### src/pkg/caf_pkg.sv
/* constants of the camera acquisition front end.
   assumes a 40 MHz block clock and a 32-bit register port. */
package caf_pkg;
    localparam int NPORT = 2;
    localparam int NTRIG = 8;
    localparam int NTAP = 3;
    localparam int CLK_NS = 25;
    // --------------------
    // register offsets (byte addresses)
    // --------------------
    localparam logic [5:0] REG_CTRL = 6'h00;
    localparam logic [5:0] REG_STAT = 6'h04;
    localparam logic [5:0] REG_FMT = 6'h08;
    localparam logic [5:0] REG_WPIX = 6'h0c;
    localparam logic [5:0] REG_WLIN = 6'h10;
    localparam logic [5:0] REG_RPIX = 6'h14;
    localparam logic [5:0] REG_RLIN = 6'h18;
    localparam logic [5:0] REG_TGEN = 6'h1c;
    localparam logic [5:0] REG_TRG = 6'h20;
    localparam logic [7:0] REG_ENC_CTRL = 8'h80;
    localparam logic [7:0] REG_ENC_DIV = 8'h84;
    localparam logic [7:0] REG_POS_LO = 8'h88;
    localparam logic [7:0] REG_POS_HI = 8'h8c;
    // --------------------
    // field positions
    // --------------------
    localparam int CTL_START = 0;
    localparam int CTL_STOP = 1;
    localparam int CTL_TEN = 2;
    localparam int CTL_TSEL = 3;
    localparam int CTL_TEDGE = 6;
    localparam int CTL_NFR = 16;
    localparam int FMT_DEPTH = 0;
    localparam int FMT_ORD = 3;
    localparam int FMT_HDIR = 9;
    localparam int FMT_VDIR = 12;
    localparam int TC_DIR = 0;
    localparam int TC_POL = 1;
    localparam int TC_LVL = 2;
    localparam int TC_SRC = 3;
    localparam int TC_FILT = 6;
    localparam int ENC_FILT = 0;
    localparam int ENC_CLR = 1;
    // --------------------
    // reset values
    // --------------------
    localparam logic [31:0] CFG_RST = 32'h0000_0000;
    localparam logic [31:0] WIN_RST = 32'hffff_0000;
    localparam logic [31:0] FMT_RST = 32'h0000_0090;
    // --------------------
    // trigger output sources and acquisition states
    // --------------------
    localparam logic [2:0] SRC_LEVEL = 3'h0;
    localparam logic [2:0] SRC_TGEN0 = 3'h1;
    localparam logic [2:0] SRC_TGEN1 = 3'h2;
    localparam logic [2:0] SRC_BUSY0 = 3'h3;
    localparam logic [2:0] SRC_BUSY1 = 3'h4;
    localparam logic [2:0] SRC_ENC = 3'h5;
    typedef enum logic [1:0] {
        ACQ_IDLE = 2'b00,
        ACQ_ARM = 2'b01,
        ACQ_RUN = 2'b10
    } caf_acq_e;
    // --------------------
    // timing
    // --------------------
    localparam int FILT_NS = 200;
    localparam int FILT_CYC = (FILT_NS + CLK_NS - 1) / CLK_NS;
endpackage

### src/verilog/caf_front_end.sv
/*
 * dual-port camera acquisition front end: video window and region of
 * interest, tap reordering, acquisition start, shared trigger lines,
 * timing pulse generators and quadrature position counter.
 * assumes camera pins and trigger pins are asynchronous to clock and
 * a pixel clock well below a quarter of the block clock.
 */
// What this block does
// - each tap scans left/right and top/bottom independently
// - bit depth and tap order are kept per port
// - each trigger line starts acquisition on rising or falling edge
// - each trigger line can be driven asserted or unasserted as output
// - timing pulses or status signals map onto any trigger line
// - seven sync bus lines plus one external, polarity and direction each
// - both ports configure, read and drive every trigger line
// - the most recent assignment of a line wins, from either port
// - selectable noise filter on every trigger input
// - pixel start and count counted from line-valid assertion
// - line start and count counted from frame-valid assertion
// - second region selects pixels inside region and window
// - only active pixels pass to the tap reordering stage
// - software start captures a set number of frames, then stops
// - each port owns its exposure and frame-rate pulse generator
// - quadrature phases decode into a 64-bit position
// - position ticks divided down into a pulse train
// - position count readable at any time
// - selectable noise filter on both encoder phases
`timescale 1ns/1ps
`default_nettype none
module caf_front_end
    import caf_pkg::*;
(
    input wire logic clock,
    input wire logic rst,
    input wire logic [7:0] reg_addr,
    input wire logic [31:0] reg_wdata,
    input wire logic reg_wr,
    input wire logic reg_rd,
    output logic [31:0] reg_rdata,
    input wire logic [NPORT-1:0] cam_pclk,
    input wire logic [NPORT-1:0] cam_fval,
    input wire logic [NPORT-1:0] cam_lval,
    input wire logic [NPORT-1:0][23:0] cam_data,
    output logic [NPORT-1:0] pix_valid,
    output logic [NPORT-1:0][23:0] pix_data,
    output logic [NPORT-1:0][NTAP-1:0][15:0] pix_x,
    output logic [NPORT-1:0][NTAP-1:0][15:0] pix_y,
    output logic [NPORT-1:0] acq_busy,
    output logic [NPORT-1:0] tgen_out,
    input wire logic [NTRIG-1:0] trig_in,
    output logic [NTRIG-1:0] trig_out,
    output logic [NTRIG-1:0] trig_oe,
    input wire logic enc_a,
    input wire logic enc_b,
    output logic enc_pulse
);
    // --------------------
    // register decode
    // --------------------
    logic [31:0] cfg_r [NPORT][8];
    logic [7:0] tcfg_r [NTRIG];
    logic [1:0] enc_ctl_r;
    logic [15:0] enc_div_r;
    logic [63:0] pos_r;
    logic [31:0] pos_hi_r;
    logic [NPORT-1:0][31:0] stat_w;
    logic [NTRIG-1:0] trg_lvl;
    logic [NTRIG+1:0] clean;
    logic [NTRIG-1:0] clean_d_r;
    wire aligned = (reg_addr[1:0] == 2'b00);
    wire is_port = ~reg_addr[7];
    wire psel = reg_addr[6];
    wire [5:0] loc = reg_addr[5:0];
    wire [2:0] widx = loc[4:2];
    wire wr_cfg = reg_wr & aligned & is_port & ~loc[5] & (loc != REG_STAT);
    wire wr_trg = reg_wr & aligned & is_port & loc[5];
    wire wr_enc = reg_wr & (reg_addr == REG_ENC_CTRL);
    wire wr_div = reg_wr & (reg_addr == REG_ENC_DIV);
    wire rd_lo = reg_rd & (reg_addr == REG_POS_LO);
    wire [31:0] trg_rd = {23'h0, trg_lvl[widx], tcfg_r[widx]};
    wire [31:0] cfg_rd = (loc == REG_STAT) ? stat_w[psel] : cfg_r[psel][widx];
    wire [31:0] port_rd = loc[5] ? trg_rd : cfg_rd;
    wire [31:0] glob_rd =
        (reg_addr == REG_ENC_CTRL) ? {31'h0, enc_ctl_r[ENC_FILT]} :
        (reg_addr == REG_ENC_DIV) ? {16'h0, enc_div_r} :
        (reg_addr == REG_POS_LO) ? pos_r[31:0] :
        (reg_addr == REG_POS_HI) ? pos_hi_r : 32'h0;
    wire [31:0] rd_nxt = ~aligned ? 32'h0 : (is_port ? port_rd : glob_rd);

    always_ff @(posedge clock or posedge rst)
    begin
        if (rst)
            reg_rdata <= 32'h0;
        else
            reg_rdata <= reg_rd ? rd_nxt : 32'h0;
    end

    always_ff @(posedge clock or posedge rst)
    begin
        if (rst)
        begin
            for (int p = 0; p < NPORT; p++)
            begin
                for (int w = 0; w < 8; w++)
                    cfg_r[p][w] <= (w >= 3 && w <= 6) ? WIN_RST : CFG_RST;
                cfg_r[p][2] <= FMT_RST;
            end
        end
        else if (wr_cfg)
            cfg_r[psel][widx] <= reg_wdata;
    end

    // either bank writes the same line table, so the last write wins
    always_ff @(posedge clock or posedge rst)
    begin
        if (rst)
        begin
            for (int i = 0; i < NTRIG; i++)
                tcfg_r[i] <= 8'h0;
        end
        else if (wr_trg)
            tcfg_r[widx] <= reg_wdata[7:0];
    end

    always_ff @(posedge clock or posedge rst)
    begin
        if (rst)
        begin
            enc_ctl_r <= 2'b00;
            enc_div_r <= 16'h0;
            pos_hi_r <= 32'h0;
        end
        else
        begin
            if (wr_enc)
                enc_ctl_r <= reg_wdata[1:0];
            if (wr_div)
                enc_div_r <= reg_wdata[15:0];
            if (rd_lo)
                pos_hi_r <= pos_r[63:32];
        end
    end

    // --------------------
    // input noise filters
    // --------------------
    wire [NTRIG+1:0] fin = {enc_b, enc_a, trig_in};
    logic [NTRIG+1:0] fen;
    for (genvar i = 0; i < NTRIG + 2; i++)
    begin : g_filt
        logic s1_r;
        logic s2_r;
        logic st_r;
        logic [3:0] cnt_r;
        if (i < NTRIG)
        begin : g_t
            assign fen[i] = tcfg_r[i][TC_FILT];
        end
        else
        begin : g_e
            assign fen[i] = enc_ctl_r[ENC_FILT];
        end
        wire held = (cnt_r == 4'(FILT_CYC - 1));
        always_ff @(posedge clock or posedge rst)
        begin
            if (rst)
            begin
                s1_r <= 1'b0;
                s2_r <= 1'b0;
                st_r <= 1'b0;
                cnt_r <= 4'h0;
            end
            else
            begin
                s1_r <= fin[i];
                s2_r <= s1_r;
                cnt_r <= (s2_r == st_r || held) ? 4'h0 : cnt_r + 4'h1;
                if (s2_r != st_r && held)
                    st_r <= s2_r;
            end
        end
        assign clean[i] = fen[i] ? st_r : s2_r;
    end

    // --------------------
    // trigger lines
    // --------------------
    logic [NPORT-1:0] tgen_r;
    logic enc_pulse_r;
    for (genvar i = 0; i < NTRIG; i++)
    begin : g_trg
        wire [7:0] srcs = {2'b00, enc_pulse_r, acq_busy[1], acq_busy[0],
                           tgen_r[1], tgen_r[0], tcfg_r[i][TC_LVL]};
        wire pol = tcfg_r[i][TC_POL];
        wire drv = srcs[tcfg_r[i][TC_SRC +: 3]] ^ pol;
        assign trg_lvl[i] = clean[i] ^ pol;
        always_ff @(posedge clock or posedge rst)
        begin
            if (rst)
            begin
                trig_out[i] <= 1'b0;
                trig_oe[i] <= 1'b0;
            end
            else
            begin
                trig_out[i] <= drv;
                trig_oe[i] <= tcfg_r[i][TC_DIR];
            end
        end
    end

    always_ff @(posedge clock or posedge rst)
    begin
        if (rst)
            clean_d_r <= '0;
        else
            clean_d_r <= clean[NTRIG-1:0];
    end

    // ----------------------------------------
    // per-port video path, acquisition and timing
    // ----------------------------------------
    for (genvar p = 0; p < NPORT; p++)
    begin : g_port
        logic [26:0] vs1_r;
        logic [26:0] vs2_r;
        logic pclk_d_r;
        logic fv_d_r;
        logic lv_d_r;
        logic [15:0] pix_r;
        logic [15:0] ln_r;
        logic [15:0] done_r;
        logic [15:0] tcnt_r;
        caf_acq_e st_r;
        caf_acq_e st_nxt;
        wire [31:0] ctl = cfg_r[p][0];
        wire [31:0] fmt = cfg_r[p][2];
        wire [31:0] tg = cfg_r[p][7];
        wire pe = vs2_r[26] & ~pclk_d_r;
        wire fv = vs2_r[25];
        wire lv = vs2_r[24];
        wire [23:0] din = vs2_r[23:0];
        wire fv_rise = fv & ~fv_d_r;
        wire fv_fall = ~fv & fv_d_r;
        wire lv_rise = pe & lv & ~lv_d_r;
        wire lv_fall = pe & ~lv & lv_d_r;
        wire [15:0] xi = lv_rise ? 16'h0 : pix_r;
        wire [15:0] yi = fv_rise ? 16'h0 : ln_r;
        wire [15:0] xw = xi - cfg_r[p][3][15:0];
        wire [15:0] yw = yi - cfg_r[p][4][15:0];
        wire [15:0] xr = xw - cfg_r[p][5][15:0];
        wire [15:0] yr = yw - cfg_r[p][6][15:0];
        wire in_wx = xi >= cfg_r[p][3][15:0] && xw < cfg_r[p][3][31:16];
        wire in_wy = yi >= cfg_r[p][4][15:0] && yw < cfg_r[p][4][31:16];
        wire in_rx = xw >= cfg_r[p][5][15:0] && xr < cfg_r[p][5][31:16];
        wire in_ry = yw >= cfg_r[p][6][15:0] && yr < cfg_r[p][6][31:16];
        wire take = pe & lv & fv & (st_r == ACQ_RUN) & in_wx & in_wy & in_rx & in_ry;
        wire tl = trg_lvl[ctl[CTL_TSEL +: 3]];
        wire cl = clean[ctl[CTL_TSEL +: 3]];
        wire cd = clean_d_r[ctl[CTL_TSEL +: 3]];
        wire t_edge = ctl[CTL_TEDGE] ? (~cl & cd) : (cl & ~cd);
        wire sw_go = wr_cfg & (psel == 1'(p)) & (loc == REG_CTRL) & reg_wdata[CTL_START];
        wire sw_stop = wr_cfg & (psel == 1'(p)) & (loc == REG_CTRL) & reg_wdata[CTL_STOP];
        wire go = sw_go | (ctl[CTL_TEN] & t_edge);
        wire [15:0] nfr = ctl[CTL_NFR +: 16];
        wire last = (nfr != 16'h0) && (done_r + 16'h1 == nfr);
        logic [23:0] mask;
        logic [23:0] ord_d;

        always_comb
        begin
            st_nxt = st_r;
            unique case (st_r)
                ACQ_IDLE: if (go) st_nxt = ACQ_ARM;
                ACQ_ARM: if (fv_rise) st_nxt = ACQ_RUN;
                ACQ_RUN: if (fv_fall && last) st_nxt = ACQ_IDLE;
                default: st_nxt = ACQ_IDLE;
            endcase
            if (sw_stop)
                st_nxt = ACQ_IDLE;
        end

        // depth mask and lane order for the reordering stage
        always_comb
        begin
            unique case (fmt[FMT_DEPTH +: 3])
                3'h0: mask = 24'h0000ff;
                3'h1: mask = 24'h0003ff;
                3'h2: mask = 24'h000fff;
                3'h3: mask = 24'h003fff;
                3'h4: mask = 24'h00ffff;
                default: mask = 24'hffffff;
            endcase
            for (int t = 0; t < NTAP; t++)
                ord_d[t*8 +: 8] = din[fmt[FMT_ORD + 2*t +: 2]*8 +: 8];
        end

        always_ff @(posedge clock or posedge rst)
        begin
            if (rst)
            begin
                vs1_r <= '0;
                vs2_r <= '0;
                pclk_d_r <= 1'b0;
                fv_d_r <= 1'b0;
                lv_d_r <= 1'b0;
                pix_r <= 16'h0;
                ln_r <= 16'h0;
            end
            else
            begin
                vs1_r <= {cam_pclk[p], cam_fval[p], cam_lval[p], cam_data[p]};
                vs2_r <= vs1_r;
                pclk_d_r <= vs2_r[26];
                fv_d_r <= fv;
                if (fv_rise)
                    ln_r <= 16'h0;
                else if (lv_fall)
                    ln_r <= ln_r + 16'h1;
                if (pe)
                begin
                    lv_d_r <= lv;
                    if (lv)
                        pix_r <= xi + 16'h1;
                end
            end
        end

        always_ff @(posedge clock or posedge rst)
        begin
            if (rst)
            begin
                st_r <= ACQ_IDLE;
                done_r <= 16'h0;
            end
            else
            begin
                st_r <= st_nxt;
                if (st_r == ACQ_ARM && fv_rise)
                    done_r <= 16'h0;
                else if (st_r == ACQ_RUN && fv_fall)
                    done_r <= done_r + 16'h1;
            end
        end

        // pixels are discarded or passed, never held back
        always_ff @(posedge clock or posedge rst)
        begin
            if (rst)
            begin
                pix_valid[p] <= 1'b0;
                pix_data[p] <= 24'h0;
                pix_x[p] <= '0;
                pix_y[p] <= '0;
            end
            else
            begin
                pix_valid[p] <= take;
                if (take)
                begin
                    pix_data[p] <= (fmt[FMT_DEPTH +: 3] == 3'h0) ? ord_d : din & mask;
                    for (int t = 0; t < NTAP; t++)
                    begin
                        pix_x[p][t] <= fmt[FMT_HDIR + t] ?
                            cfg_r[p][5][31:16] - 16'h1 - xr : xr;
                        pix_y[p][t] <= fmt[FMT_VDIR + t] ?
                            cfg_r[p][6][31:16] - 16'h1 - yr : yr;
                    end
                end
            end
        end

        // period in the upper half, high time in the lower half
        always_ff @(posedge clock or posedge rst)
        begin
            if (rst)
            begin
                tcnt_r <= 16'h0;
                tgen_r[p] <= 1'b0;
            end
            else if (tg[31:16] == 16'h0)
            begin
                tcnt_r <= 16'h0;
                tgen_r[p] <= 1'b0;
            end
            else
            begin
                tcnt_r <= (tcnt_r >= tg[31:16] - 16'h1) ? 16'h0 : tcnt_r + 16'h1;
                tgen_r[p] <= tcnt_r < tg[15:0];
            end
        end

        assign stat_w[p] = {done_r, 14'h0, st_r};
        assign acq_busy[p] = (st_r != ACQ_IDLE);
    end
    assign tgen_out = tgen_r;

    // ----------------------------------------
    // quadrature position counter
    // ----------------------------------------
    logic qa_r;
    logic qb_r;
    logic [15:0] dcnt_r;
    wire qa = clean[NTRIG];
    wire qb = clean[NTRIG+1];
    wire step = (qa ^ qa_r) ^ (qb ^ qb_r);
    wire up = qa ^ qb_r;
    wire dwrap = (dcnt_r + 16'h1 >= enc_div_r);

    always_ff @(posedge clock or posedge rst)
    begin
        if (rst)
        begin
            qa_r <= 1'b0;
            qb_r <= 1'b0;
            pos_r <= 64'h0;
            dcnt_r <= 16'h0;
            enc_pulse_r <= 1'b0;
        end
        else
        begin
            qa_r <= qa;
            qb_r <= qb;
            enc_pulse_r <= 1'b0;
            if (wr_enc && reg_wdata[ENC_CLR])
                pos_r <= 64'h0;
            else if (step)
                pos_r <= up ? pos_r + 64'h1 : pos_r - 64'h1;
            if (step && enc_div_r != 16'h0)
            begin
                dcnt_r <= dwrap ? 16'h0 : dcnt_r + 16'h1;
                enc_pulse_r <= dwrap;
            end
        end
    end
    assign enc_pulse = enc_pulse_r;
endmodule
`default_nettype wire

### config.mk
export PLATFORM = sky130hd
export DESIGN_NAME = caf_front_end
export DESIGN_NICKNAME = d
export VERILOG_FILES = /design/src/pkg/caf_pkg.sv /design/src/verilog/caf_front_end.sv
export SDC_FILE = /design/constraint.sdc
export NUM_CORES = 2
export LEC_CHECK = 0
export BUFFER_PORTS_ARGS = -buffer_cell sky130_fd_sc_hd__buf_2
export CAP_MARGIN = 10
export CELL_PAD_IN_SITES_DETAIL_PLACEMENT = 0
export CELL_PAD_IN_SITES_GLOBAL_PLACEMENT = 1
export CORE_MARGIN = 2
export CORE_UTILIZATION = 35
export DETAILED_ROUTE_END_ITERATION = 8
export PLACE_DENSITY = 0.72
export SYNTH_ARGS = -nofsm -noshare
export SYNTH_HDL_FRONTEND = slang
export SYNTH_SLANG_ARGS = --single-unit
### constraint.sdc
create_clock -name clock -period 85 [get_ports clock]
set_input_delay 0 -clock clock [delete_from_list [all_inputs] [get_ports clock]]
set_output_delay 0 -clock clock [all_outputs]
set_load 0.01 [all_outputs]
==> flow_metrics.env <==
export IMPL_synthCells=7543
export IMPL_yosys_top_cells_area="dfrtp_1, ha_1, mux2_2"
export IMPL_cts_sinks=1324
export IMPL_antenna_found_initial=26
export IMPL_skew_ns=0.0706
export IMPL_cts_root_buf="clkbuf_16"
export IMPL_vias=59300
export IMPL_cts_htree_levels=4
export IMPL_critical_path_required_ns=85.72
export IMPL_ys_top_cells_by_count="dfrtp_1, nand2_1, o21ai_0"
export IMPL_synth_top_family_by_area="multiplexers"
export IMPL_endpoint_kind="register"
export IMPL_drtPass1Iterations=9
export IMPL_yosysTopAreaCellShare=0.391
export IMPL_final_nets=8513
export IMPL_crit_path_top_delay_cell="or4_4"
export IMPL_start_kind="register"
export IMPL_grt_pass1_wl_um=386000
export IMPL_status="complete, no violations"
export IMPL_numCtsBuffers=154
export IMPL_grtUsageTotal=0.230
export IMPL_power_mw=2.35
export IMPL_path_class="reg2reg"
export IMPL_synth_xor_area_share=0.0480
export IMPL_yosys_area_share_simple=0.122
export IMPL_ys_ff_latch=1324
export IMPL_grt_pass1_vias=58100
export IMPL_syn_num_nets=8133
export IMPL_worst_skew_pair_late_latency_ns=0.86
export IMPL_timing_fmax_mhz=115
export IMPL_path_max_fanout=118
export IMPL_p_per_area_nw_per_um2=26.6
export IMPL_area_growth_pct=15.6
export IMPL_ir_worst_vdd_mv=0.0233
export IMPL_drt_iter0_markers=5421
export IMPL_seq_area_frac_synth=0.436
export IMPL_fillers=21100
export IMPL_setup_violations=0
export IMPL_wirelength_um=260000
export IMPL_start_util=0.352
export IMPL_detail_route_vias_per_cell=5.43
export IMPL_yosys_area_top_type="dfrtp_1"
export IMPL_wire_per_inst_um=23.8
export IMPL_row_count=171
export IMPL_rsz0062_at_grt="no"
export IMPL_setup_tns_ns=0
export IMPL_grt_overflow=0
export IMPL_dieArea_um2=222000
export IMPL_hp_class="in2reg"
export IMPL_synth_edf_count=0
export IMPL_yosys_most_used_dff="dfrtp_1"
export IMPL_clkTransAtPathRegs_ns=0.06
export IMPL_synth_mux_area_frac=0.142
export IMPL_cap_viol_max_count=0
export IMPL_port_buffers=402
export IMPL_finalMaxSlewViolations=0
export IMPL_core_um2=217000
export IMPL_synth_warning_count=0
export IMPL_drcViolationCount=0
export IMPL_ant_nets=0
export IMPL_async_flop_share=1.00
export IMPL_worstPathArrival_ns=9.43
export IMPL_tightest_slew_ns=1.18
export IMPL_tritoncts="yes"
export IMPL_slew_headroom=0.209
export IMPL_cts_buffer_depth=3
export IMPL_synthAdderAreaFrac=0.0802
export IMPL_io_pin_count=403
export IMPL_dp_hpwl_um=196000
export IMPL_leakagePower_nw=41.6
export IMPL_syn_area_um2=76300
export IMPL_crit_path_max_incr_delay_ns=0.77
export IMPL_fp_dieW_um=471
export IMPL_avgSynthCellArea_um2=10.1
export IMPL_finalCritPeriodShare=0.103
export IMPL_min_period_ns=8.72
export IMPL_layout_drive_gt1_share=0.194
export IMPL_seqCellArea_um2=33300
export IMPL_multi_input_area_um2=39500
export IMPL_yosysUniqueCellTypes=85
export IMPL_grt_max_degree=238
export IMPL_die_y_um=471
export IMPL_finalHoldViolations=0
export IMPL_place_congestion=0.942
export IMPL_yosys_cell_count_top_type="dfrtp_1"
export IMPL_cts_setup_buffers=0
export IMPL_synth_compound_area_frac=0.125
## sequential cells by signal, indices dropped and copies added, names as in the netlist, 40 cells and up
register and count:
tcfg_r 40, cfg_r 320, pix_y 96, pos_r 64, g_port.ctl 64, g_port.vs1_r 54, pix_x 96, g_port.tg 64
g_port.fmt 64, pix_data 48, g_port.vs2_r 54, g_filt.cnt_r 40
## area by class of cell
class / instances / area share
sequential: 1324 / 0.377
clock inverter: 68 / 0.0133
timing repair buffer: 645 / 0.0494
tap: 2854 / 0.0405
inverter: 486 / 0.0208
clock buffer: 219 / 0.0501
multi-input combinational: 5312 / 0.448
antenna: 9 / 0.000255
## path summary, 6_finish.rpt
path	startpoint	end	slack (ns)	cells past startpoint
max	g_port[1].lv_d_r$_DFFE_PP0N_	pix_data[45]$_DFFE_PP0P_	76.28	35
min	reg_wdata[0]	cfg_r[32]$_DFFE_PP0P_	0.07	2
max reg2reg	g_port[1].lv_d_r$_DFFE_PP0N_	pix_data[45]$_DFFE_PP0P_	76.28	35
min reg2reg	g_filt[3].s1_r$_DFF_PP0_	g_filt[3].s2_r$_DFF_PP0_	0.34	0
max in group asynchronous	rst	g_filt[9].cnt_r[0]$_DFF_PP0_	80.34	8
min in group asynchronous	rst	pix_data[20]$_DFFE_PP0P_	0.47	4
## placed cells by master (no fill, tap or decap), drive strengths merged, types with 20 or more instances in the layout
cell,n
nor3,93
nand2,761
nor2b,89
o211ai,24
o21bai,33
mux4,191
buf,473
a21o,127
mux2,452
nand3,148
or2,20
ha,471
clkbuf,219
clkinv,37
nor4,42
a21boi,21
nor2,532
and3,64
xnor2,248
dfstp,132
dfrtp,1192
a21oi,447
o21ai,621
mux2i,141
a31oi,28
dlygate4sd3,172
or3,32
inv,491
a22oi,30
xor2,170
a211oi,46
nand2b,60
and2,61
o21a,28
o31ai,28
nand4,67
## what timing repair did
| action | in CTS | in global routing |
|---|---|---|
| hold endpoints to repair | 660 | 0 |
| hold buffers | 172 | 0 |
| gates resized for setup | 0 | 0 |
## cell families after synthesis
kind of cell	after synthesis
compound gates	1593
xor+xnor	418
fa+ha+maj	483
buf+inv	907
flops	1324
mux	784
simple gates	2034
## where the power goes
part | switching [mW] | total [mW] | internal (mW)
clock | 0.299 | 0.724 | 0.425
sequential | 0.0596 | 0.748 | 0.689
combinational | 0.541 | 0.877 | 0.337
total | 0.899 | 2.35 | 1.45
## per-stage QoR
step	utilization	hold WS (ns)	worst slack (ns)	cell area, um2	instances
finish	0.407	0.0714	76.28	88200	10900
global route	0.407	0.0494	75.43	88200	10900
CTS	0.406	0.0381	75.98	88200	10900
detailed placement	0.373	0.109	76.03	80800	10400
global placement	0.373	0.108	76.15	80800	10400
floorplan	-	0.0314	47.90	76300	7543
## worst max-delay path: cells and delay by family (launching register included)
kind            cells  cell delay [ns]
compound gates     13             2.38
xor+xnor            2             0.55
fa+ha+maj           3             1.02
buf+inv             3             0.71
flops               1             0.40
simple gates       14             3.41
## layer usage
metal	up-vias	track usage	wire length [um]
met5	-	0	104
met4	14	0.0835	10100
met3	415	0.0504	20100
met2	2026	0.353	116000
met1	29600	0.319	114000
li1	27200	-	-
Power figures use the tool's default switching activity.
